<file path="src/io_line_pkg.sv">
// Package for the output line and trigger block.
// Assumes a 10 MHz pclk and an APB slave with 32-bit data.
package io_line_pkg;
    // ------------------------------------------------------------
    // Timing
    // ------------------------------------------------------------
    localparam int unsigned CLK_HZ = 10_000_000;
    localparam int unsigned US_PER_S = 1_000_000;
    localparam int unsigned TICK_US = 1;
    localparam logic [3:0] CYC_PER_US = 4'((CLK_HZ / US_PER_S) * TICK_US);
    // ------------------------------------------------------------
    // Lines: inputs 1..2, outputs 3..4
    // ------------------------------------------------------------
    localparam int unsigned N_IN = 2;
    localparam int unsigned N_OUT = 2;
    localparam int unsigned N_LINES = N_IN + N_OUT;
    // ------------------------------------------------------------
    // Register byte offsets
    // ------------------------------------------------------------
    localparam logic [7:0] OFS_OUT_CTRL = 8'h00;
    localparam logic [7:0] OFS_OUT_LEVEL = 8'h04;
    localparam logic [7:0] OFS_STROBE = 8'h08;
    localparam logic [7:0] OFS_SNAPSHOT = 8'h0C;
    localparam logic [7:0] OFS_PULSE_W = 8'h10;
    localparam logic [7:0] OFS_PULSE_LAG = 8'h14;
    localparam logic [7:0] OFS_FILTER = 8'h18;
    localparam logic [7:0] OFS_TRIG = 8'h1C;
    localparam logic [7:0] OFS_FRAME_PER = 8'h20;
    localparam logic [7:0] OFS_EXPO_PER = 8'h24;
    localparam logic [7:0] OFS_PIN_BIND = 8'h28;
    // ------------------------------------------------------------
    // Field layout and reset values
    // ------------------------------------------------------------
    localparam int unsigned SRC_W = 2;
    localparam int unsigned HOLD_POS = 4;
    localparam logic [1:0] RST_SRC = 2'h0;
    localparam logic [15:0] RST_PULSE_W = 16'h000A;
    localparam logic [15:0] RST_PULSE_LAG = 16'h0000;
    localparam logic [7:0] RST_FILTER = 8'h00;
    localparam logic [23:0] RST_FRAME_PER = 24'h0186A0;
    localparam logic [23:0] RST_EXPO_PER = 24'h002710;
    localparam logic [23:0] MIN_GAP_US = 24'h000001;
    // Connector binding codes per line: pin5/gnd3, pin7/gnd3, pin6/pwr4, pin8/pwr4
    localparam logic [31:0] PIN_BIND_CODES = 32'h84_64_73_53;
    // ------------------------------------------------------------
    // Output source select
    // ------------------------------------------------------------
    typedef enum logic [1:0] {
        SRC_OFF = 2'b00,
        SRC_HOST_DRIVEN = 2'b01,
        SRC_PULSE_ON_HOST_WRITE = 2'b10,
        SRC_EXPOSURE_ACTIVE = 2'b11
    } driver_select_t;
endpackage

</file>
<file path="src/line_pulse.sv">
// One delayed pulse generator for a single output line.
// Assumes a one-cycle microsecond tick from the caller's divider.
`timescale 1ns/10ps
`default_nettype none
module line_pulse (
    // Clock and reset
    input wire logic pclk,
    input wire logic presetn,
    // Control
    input wire logic us_tick,
    input wire logic fire,
    input wire logic [15:0] lag_us,
    input wire logic [15:0] width_us,
    // Result
    output logic pulse
);
    typedef enum logic [1:0] {
        P_IDLE = 2'b00,
        P_LAG = 2'b01,
        P_HIGH = 2'b10
    } pulse_state_t;

    pulse_state_t state;
    logic [15:0] count;

    // A new fire while busy is ignored; the running pulse completes intact
    always_ff @(posedge pclk or negedge presetn) begin
        if (!presetn) begin
            state <= P_IDLE;
            count <= 16'h0000;
            pulse <= 1'b0;
        end else begin
            unique case (state)
                P_IDLE: begin
                    if (fire && lag_us != 16'h0000) begin
                        state <= P_LAG;
                        count <= lag_us;
                    end else if (fire && width_us != 16'h0000) begin
                        state <= P_HIGH;
                        count <= width_us;
                        pulse <= 1'b1;
                    end
                end
                P_LAG: begin
                    if (us_tick) begin
                        if (count == 16'h0001) begin
                            state <= (width_us != 16'h0000) ? P_HIGH : P_IDLE;
                            count <= width_us;
                            pulse <= (width_us != 16'h0000);
                        end else begin
                            count <= count - 16'h0001;
                        end
                    end
                end
                P_HIGH: begin
                    if (us_tick) begin
                        if (count == 16'h0001) begin
                            state <= P_IDLE;
                            pulse <= 1'b0;
                        end else begin
                            count <= count - 16'h0001;
                        end
                    end
                end
                default: begin
                    state <= P_IDLE;
                    pulse <= 1'b0;
                end
            endcase
        end
    end
endmodule // line_pulse
`default_nettype wire

</file>
<file path="src/output_line_sw_control.sv">
// Output line control, line snapshot and exposure trigger selection.
// Assumes an APB master on pclk; line inputs arrive from outside the clock domain.
`timescale 1ns/10ps
`default_nettype none
module output_line_sw_control (
    // APB slave
    input wire logic pclk,
    input wire logic presetn,
    input wire logic psel,
    input wire logic penable,
    input wire logic pwrite,
    input wire logic [7:0] paddr,
    input wire logic [31:0] pwdata,
    output logic [31:0] prdata,
    output logic pready,
    output logic pslverr,
    // Lines
    input wire logic [io_line_pkg::N_IN-1:0] line_in,
    output logic [io_line_pkg::N_OUT-1:0] out_switch_closed,
    // Exposure
    output logic exposure_start,
    output logic exposure_active
);
    import io_line_pkg::*;

    // ------------------------------------------------------------
    // Registers
    // ------------------------------------------------------------
    driver_select_t src [N_OUT];
    logic [N_OUT-1:0] hold_latch;
    logic [N_OUT-1:0] sw_output_level;
    logic [15:0] pulse_width_us;
    logic [15:0] pulse_lag_us;
    logic [7:0] glitch_filter_time [N_IN];
    logic trig_gate;
    logic trig_origin;
    logic host_trig;
    logic [23:0] frame_per_us;
    logic [23:0] expo_per_us;

    // ------------------------------------------------------------
    // Bus decode
    // ------------------------------------------------------------
    wire access = psel && penable;
    wire wr = access && pwrite;
    wire hit_ctrl = paddr == OFS_OUT_CTRL;
    wire hit_level = paddr == OFS_OUT_LEVEL;
    wire hit_strobe = paddr == OFS_STROBE;
    wire hit_snap = paddr == OFS_SNAPSHOT;
    wire hit_pw = paddr == OFS_PULSE_W;
    wire hit_lag = paddr == OFS_PULSE_LAG;
    wire hit_filt = paddr == OFS_FILTER;
    wire hit_trig = paddr == OFS_TRIG;
    wire hit_fper = paddr == OFS_FRAME_PER;
    wire hit_eper = paddr == OFS_EXPO_PER;
    wire hit_bind = paddr == OFS_PIN_BIND;
    wire mapped = hit_ctrl | hit_level | hit_strobe | hit_snap | hit_pw | hit_lag
                | hit_filt | hit_trig | hit_fper | hit_eper | hit_bind;
    wire strobe_wr = wr && hit_strobe;

    // ------------------------------------------------------------
    // Microsecond tick
    // ------------------------------------------------------------
    logic [3:0] div;
    wire us_tick = div == CYC_PER_US - 4'h1;

    always_ff @(posedge pclk or negedge presetn) begin
        if (!presetn) begin
            div <= 4'h0;
        end else begin
            div <= us_tick ? 4'h0 : div + 4'h1;
        end
    end

    // ------------------------------------------------------------
    // Register writes
    // ------------------------------------------------------------
    always_ff @(posedge pclk or negedge presetn) begin
        if (!presetn) begin
            hold_latch <= '0;
            sw_output_level <= '0;
            pulse_width_us <= RST_PULSE_W;
            pulse_lag_us <= RST_PULSE_LAG;
            trig_gate <= 1'b0;
            trig_origin <= 1'b0;
            frame_per_us <= RST_FRAME_PER;
            expo_per_us <= RST_EXPO_PER;
        end else begin
            if (wr && hit_ctrl) begin
                hold_latch <= {pwdata[8+HOLD_POS+1], pwdata[HOLD_POS]};
            end
            if (wr && hit_level) begin
                sw_output_level <= pwdata[N_OUT-1:0];
            end
            if (wr && hit_pw) begin
                pulse_width_us <= pwdata[15:0];
            end
            if (wr && hit_lag) begin
                pulse_lag_us <= pwdata[15:0];
            end
            if (wr && hit_trig) begin
                trig_gate <= pwdata[0];
                trig_origin <= pwdata[1];
            end
            if (wr && hit_fper) begin
                frame_per_us <= pwdata[23:0];
            end
            if (wr && hit_eper) begin
                expo_per_us <= pwdata[23:0];
            end
        end
    end

    // Host trigger command is self-clearing
    always_ff @(posedge pclk or negedge presetn) begin
        if (!presetn) begin
            host_trig <= 1'b0;
        end else begin
            host_trig <= wr && hit_trig && pwdata[2];
        end
    end

    // ------------------------------------------------------------
    // Per-output logic
    // ------------------------------------------------------------
    logic [N_OUT-1:0] held_level;
    logic [N_OUT-1:0] pulse;
    logic [N_OUT-1:0] next_out;

    genvar g;
    generate
        for (g = 0; g < N_OUT; g++) begin : g_out
            wire host_src = src[g] == SRC_HOST_DRIVEN;
            wire pulse_src = src[g] == SRC_PULSE_ON_HOST_WRITE;
            // Bit g of the strobe word drives output g+1
            wire strobe_bit = strobe_wr && pwdata[g];
            wire latched = host_src && hold_latch[g];
            wire latch_hit = strobe_bit && latched;
            wire fire = strobe_bit && pulse_src;

            always_ff @(posedge pclk or negedge presetn) begin
                if (!presetn) begin
                    src[g] <= driver_select_t'(RST_SRC);
                    held_level[g] <= 1'b0;
                end else begin
                    if (wr && hit_ctrl) begin
                        src[g] <= driver_select_t'(pwdata[8*g +: SRC_W]);
                    end
                    // Tracks the level until latched, so entering latch mode keeps the pin
                    if (latch_hit || !latched) begin
                        held_level[g] <= sw_output_level[g];
                    end
                end
            end

            line_pulse u_pulse (
                .pclk(pclk),
                .presetn(presetn),
                .us_tick(us_tick),
                .fire(fire),
                .lag_us(pulse_lag_us),
                .width_us(pulse_width_us),
                .pulse(pulse[g])
            );

            // Level setting only matters for host driven outputs
            always_comb begin
                unique case (src[g])
                    SRC_OFF: next_out[g] = 1'b0;
                    SRC_HOST_DRIVEN: next_out[g] = hold_latch[g] ? held_level[g]
                                                                 : sw_output_level[g];
                    SRC_PULSE_ON_HOST_WRITE: next_out[g] = pulse[g];
                    SRC_EXPOSURE_ACTIVE: next_out[g] = exposure_active;
                endcase
            end
        end
    endgenerate

    // One means switch closed (active), zero means open
    always_ff @(posedge pclk or negedge presetn) begin
        if (!presetn) begin
            out_switch_closed <= '0;
        end else begin
            out_switch_closed <= next_out;
        end
    end

    // ------------------------------------------------------------
    // Input synchronise and debounce
    // ------------------------------------------------------------
    logic [N_IN-1:0] in_meta;
    logic [N_IN-1:0] in_sync;
    logic [N_IN-1:0] in_clean;
    logic [7:0] filt_cnt [N_IN];

    always_ff @(posedge pclk or negedge presetn) begin
        if (!presetn) begin
            in_meta <= '0;
            in_sync <= '0;
        end else begin
            in_meta <= line_in;
            in_sync <= in_meta;
        end
    end

    generate
        for (g = 0; g < N_IN; g++) begin : g_in
            // New level must hold for the whole filter time before it is taken
            always_ff @(posedge pclk or negedge presetn) begin
                if (!presetn) begin
                    glitch_filter_time[g] <= RST_FILTER;
                    filt_cnt[g] <= 8'h00;
                    in_clean[g] <= 1'b0;
                end else begin
                    if (wr && hit_filt) begin
                        glitch_filter_time[g] <= pwdata[8*g +: 8];
                    end
                    if (in_sync[g] == in_clean[g]) begin
                        filt_cnt[g] <= 8'h00;
                    end else if (filt_cnt[g] >= glitch_filter_time[g]) begin
                        in_clean[g] <= in_sync[g];
                        filt_cnt[g] <= 8'h00;
                    end else if (us_tick) begin
                        filt_cnt[g] <= filt_cnt[g] + 8'h01;
                    end
                end
            end
        end
    endgenerate

    // ------------------------------------------------------------
    // Exposure triggering
    // ------------------------------------------------------------
    logic trig_prev;
    logic [23:0] frame_cnt;
    logic [23:0] expo_cnt;
    wire ext_level = in_clean[trig_origin];
    wire ext_rise = ext_level && !trig_prev;
    wire run_free = !trig_gate && frame_cnt == 24'h000000;
    // Frame period never shorter than the exposure plus a gap
    wire [23:0] eff_frame = (frame_per_us > expo_per_us) ? frame_per_us
                                                         : expo_per_us + MIN_GAP_US;
    wire start = !exposure_active && (run_free || (trig_gate && (ext_rise || host_trig)));

    always_ff @(posedge pclk or negedge presetn) begin
        if (!presetn) begin
            trig_prev <= 1'b0;
            frame_cnt <= 24'h000000;
            expo_cnt <= 24'h000000;
            exposure_start <= 1'b0;
            exposure_active <= 1'b0;
        end else begin
            trig_prev <= ext_level;
            exposure_start <= start;
            if (start) begin
                exposure_active <= 1'b1;
                expo_cnt <= expo_per_us;
                frame_cnt <= eff_frame;
            end else begin
                if (us_tick && frame_cnt != 24'h000000) begin
                    frame_cnt <= frame_cnt - 24'h000001;
                end
                if (us_tick && exposure_active) begin
                    expo_cnt <= expo_cnt - 24'h000001;
                    if (expo_cnt <= 24'h000001) begin
                        exposure_active <= 1'b0;
                    end
                end
            end
        end
    end

    // ------------------------------------------------------------
    // Read path
    // ------------------------------------------------------------
    wire [31:0] ctrl_word = {18'h00000, hold_latch[1], 3'h0, 2'(src[1]),
                             3'h0, hold_latch[0], 2'h0, 2'(src[0])};
    // Line one in bit zero, sampled at the read
    wire [31:0] snap_word = {28'h0000000, out_switch_closed, in_clean};
    wire [31:0] rd_mux =
        hit_ctrl ? ctrl_word :
        hit_level ? {30'h00000000, sw_output_level} :
        hit_snap ? snap_word :
        hit_pw ? {16'h0000, pulse_width_us} :
        hit_lag ? {16'h0000, pulse_lag_us} :
        hit_filt ? {16'h0000, glitch_filter_time[1], glitch_filter_time[0]} :
        hit_trig ? {30'h00000000, trig_origin, trig_gate} :
        hit_fper ? {8'h00, frame_per_us} :
        hit_eper ? {8'h00, expo_per_us} :
        hit_bind ? PIN_BIND_CODES :
        32'h00000000;

    // Zero-wait slave: answers in the access cycle
    always_ff @(posedge pclk or negedge presetn) begin
        if (!presetn) begin
            prdata <= 32'h00000000;
            pready <= 1'b0;
            pslverr <= 1'b0;
        end else begin
            pready <= psel && !penable;
            pslverr <= psel && !penable && !mapped;
            prdata <= (psel && !penable && !pwrite) ? rd_mux : 32'h00000000;
        end
    end
endmodule // output_line_sw_control
`default_nettype wire

</file>
<file path="config.mk">
export PLATFORM = sky130hd
export DESIGN_NAME = output_line_sw_control
export DESIGN_NICKNAME = d
export VERILOG_FILES = /design/src/io_line_pkg.sv /design/src/line_pulse.sv /design/src/output_line_sw_control.sv
export SDC_FILE = /design/constraint.sdc
export NUM_CORES = 1
export LEC_CHECK = 0
export BUFFER_PORTS_ARGS = -buffer_cell sky130_fd_sc_hd__buf_4
export CORE_MARGIN = 2
export CORE_UTILIZATION = 60
export CTS_CLUSTER_DIAMETER = 120
export DETAILED_ROUTE_END_ITERATION = 8
export GPL_ROUTABILITY_DRIVEN = 0
export PLACE_DENSITY = 0.78
export SYNTH_ARGS = -nofsm -noshare
export SYNTH_HDL_FRONTEND = slang
export SYNTH_SLANG_ARGS = --single-unit
</file>
<file path="constraint.sdc">
create_clock -name pclk -period 2.79 [get_ports pclk]
set_input_delay 0.279 -clock pclk [delete_from_list [all_inputs] [get_ports pclk]]
set_output_delay 0.279 -clock pclk [all_outputs]
set_load 0.01 [all_outputs]
</file>
==> results.md <==
- Fraction of registers with async set/reset: 1.00
- Hold Worst Slack: 0.0303 ns
- Detailed Place HPWL: 30,600 um
- Main synth FF type: dfrtp_1
- Post-detailed-route via-to-cell ratio: 6.47
- Outcome: finished, final reports clean
- Core occupancy in the finished layout: 0.706
- Termination of the worst setup path: frame_cnt[12]
- Leakage power figure: 7.86 nW
- Yosys synthesis warning count: 0
- Overflow left after global routing: 0
- Detail-routed net length per standard cell: 21.1 um
- Sequence of cells on the critical path: inv_1 -> ha_1 -> a21o_1 -> a221o_1 -> a21oi_1 -> o21ai_0 -> o21ai_2 -> buf_4 -> mux2i_1 -> a21oi_1
- Number of top-level design ports: 85
- Num rows: 57
- Number of global-route vias before repair: 12.5k
- Cell area after placement: 15,900 um2
- Final wirelength: 42,700 um
- Relative area change from synthesis to final layout: 16.7%
- First-pass GRT wire length: 67,700 um
- List of most frequent post-synthesis cells: dfrtp_1 (240), nand2_1 (162), a21oi_1 (126)
- Max stage delay cell, worst path: dfrtp_1
- Sink Count: 253
- Die width: 160 um
- Root buffer cell: clkbuf_16
- Cells on worst reg2reg path: 10
- Crit start category: flip-flop
- Worst Hold Class: in2reg
- Slew Limit Fails: 0
- Final instance area: 17,000 um2
- Required arrival time at the worst endpoint: 3.20 ns
- Pin count of the biggest net entering global routing: 82
- Fraction of layout cells with a size suffix above 1: 0.209
- Sum of negative setup slack: 0 ns
- Crit path kind: reg2reg
- Maximum capacitance violations: 0
- Number of stages on the worst setup path: 10
- Final Hold Fails: 0
- # port buffers: 70
- DRC errors left: 0
- Number of enable-type register cells in the synthesized netlist: 0
- Later-pin clock latency in the skew report: 0.55 ns
- Measured slew at the worst slew-check pin: 0.724 ns
- Unrepaired setup endpoints after global routing: false
- Setup slack of the most critical reg-to-reg path: 0.17 ns
- Clock H-tree levels: 1
- Number of setup violations in the final report: 0
- FF+latch count, synth: 253
- Post-synth top area share: 0.412
- Arrival time of the worst setup path: 3.03 ns
- Number of setup buffers added after CTS: 0
- End of the worst register-to-register path: frame_cnt[12]
- Maximum ir drop on the vdd rail: 0.000451 V
- Routed vias: 13.1k
- Category of the worst setup path capture point: flip-flop
- Count of filler cells inserted in the layout: 1,742
- Post-synthesis area per instance: 9.47 um2
- Clock buffer depth: 3
- Cell type contributing the most total cell area after synthesis: dfrtp_1
- Power density of the placed cells: 671 nW/um2
- Gate family responsible for the most delay along the worst path: compound AO/OA/AOI/OAI gates
- Register area: 6350 um2
- Area of the die: 25,600 um2
- Achievable Freq: 381 MHz
- Crit Reg-Reg Startpoint: expo_per_us[17]
- Clock tree from TritonCTS: done
- Most used cell, CP: a21oi_1
- Final antenna-violating net count: 0
- # nets final: 1,777
- Footprint of the multi-input gates: 7660 um2
- Count of distinct cell types in the synthesized netlist: 74
- CTS clk-pin slew, worst paths: 0.06 ns
- Number of buffers and inverters on the critical path: 2
- Largest stage delay, worst path: 0.39 ns
- Worst setup startpoint: expo_per_us[17]
- Antenna violations before repair: 0
- Final period demand of the worst path: 2.62 ns
- Number of optimization iterations in the first detailed-route pass: 6
- Starting Density: 0.605
- All-Layer GR Usage: 0.333
- Share of synthesized area occupied by flip-flops and latches: 0.435
- Placeable core area: 24,100 um2
- Cell count after synthesis: 1,540
- Largest driver fanout on the critical path: 7
- Iteration-0 DRC Markers: 1,921
- Most common cell in the synthesized netlist: dfrtp_1
- Top post-synthesis cells by area: dfrtp_1 (41%), mux2_2 (8.7%), ha_1 (4.9%)
- Cell area after synthesis: 14,600 um2
- Final worst path period share: 0.940
- Height of the die: 160 um
- CTS buffer count: 28
- Final setup skew: 0.0149 ns
- Tightest slew margin relative to the limit: 0.517
- Antenna diode count: 0
[worst register-to-register path: cells and delay by family, from the launching register on]
family,cells,cell delay [ns]
buffers and inverters,2,0.33
AO/OA/AOI/OAI,6,1.16
flip-flops,1,0.39
adder cells (fa/ha/maj),1,0.26
multiplexers,1,0.35
[sequential cells by signal (all words and copies together), names as in the netlist, 2 cells and up]
name,cells
ctrl_word,4
div,4
expo_cnt,24
expo_per_us,24
filt_cnt,16
frame_cnt,24
frame_per_us,24
g_out.u_pulse.count,32
g_out.u_pulse.pulse,2
g_out.u_pulse.state,4
glitch_filter_time,16
held_level,2
hold_latch,2
in_clean,2
in_meta,2
in_sync,2
out_switch_closed,2
prdata,25
pulse_lag_us,16
pulse_width_us,16
sw_output_level,2
[report_power, final]
| part | switching (W) | leakage [nW] | internal, W |
|---|---|---|---|
| clock network | 0.00150 | 0.462 | 0.00230 |
| logic | 0.00176 | 4.02 | 0.00124 |
| registers | 0.000485 | 3.37 | 0.00414 |
[metrics by stage]
stage	total power (W)	worst slack, ns	std cells
3_3_place_gp	0.00740	0.186	1955
5_1_grt	0.0120	0.0108	2019
4_1_cts	0.0113	0.0752	2019
2_1_floorplan	0.00669	0.353	1545
6_report	0.0114	0.167	2019
3_5_place_dp	0.00754	0.111	1955
[what timing repair did]
action,in CTS,in global routing
hold buffers,12,0
hold endpoints to repair,90,0
endpoints found under the setup margin,0,54
gates resized for setup,0,4
[area by class of cell]
| class | count | area share |
|---|---|---|
| inverter | 73 | 0.0163 |
| multi-input combinational | 1146 | 0.450 |
| tap | 324 | 0.0238 |
| sequential | 253 | 0.373 |
| timing repair buffer | 171 | 0.0806 |
| clock buffer | 46 | 0.0511 |
| clock inverter | 6 | 0.00500 |
[how the worst min path moves through the flow]
stage,start,end,slack (ns),cells past startpoint
2_1_floorplan,presetn,ctrl_word[0],-0.02,0
3_3_place_gp,presetn,expo_cnt[14],0.33,1
3_5_place_dp,presetn,div[0],0.33,1
4_1_cts,pwdata[3],pulse_width_us[3],0.02,2
5_1_grt,pwdata[3],glitch_filter_time[11],0.03,2
6_report,pwdata[3],pulse_width_us[3],0.03,2
[layer usage]
| layer | global-route usage | part of all wire |
|---|---|---|
| met5 | 0 | 0 |
| met2 | 0.487 | 0.42 |
| met3 | 0.0816 | 0.12 |
| met1 | 0.482 | 0.42 |
| met4 | 0.126 | 0.040 |
[logic make-up (layout without fill, tap and decap cells)]
kind of cell | count (synthesis) | count (layout) | synth area share
AND/OR/NAND/NOR | 502 | 502 | 0.170
AO/OA/AOI/OAI | 365 | 365 | 0.152
flip-flops | 253 | 253 | 0.435
buffers and inverters | 146 | 296 | 0.0424
multiplexers | 140 | 140 | 0.106
XOR/XNOR | 76 | 76 | 0.0456
adder cells (fa/ha/maj) | 57 | 57 | 0.0489
other | 1 | 6 | 0.000257
[cell usage in the layout (no fill, tap or decap), drive strengths merged, types with 6 or more instances in the layout]
cell type,instances
or3,19
and2,8
conb,6
dfrtp,240
mux2i,27
nand4,18
nor3,48
or4,8
nand3,41
clkbuf,46
nand2,164
nand3b,8
nand2b,8
xor2,41
ha,57
a211oi,7
xnor2,35
o221ai,11
mux2,113
a22oi,16
dlygate4sd3,12
a221oi,16
nor2,109
dfstp,13
inv,72
nor4,38
o31ai,6
nor2b,6
buf,159
o21ai,113
o211ai,10
o22ai,14
a21o,9
and3,8
a21oi,128
(Power assumes the default switching activity.)
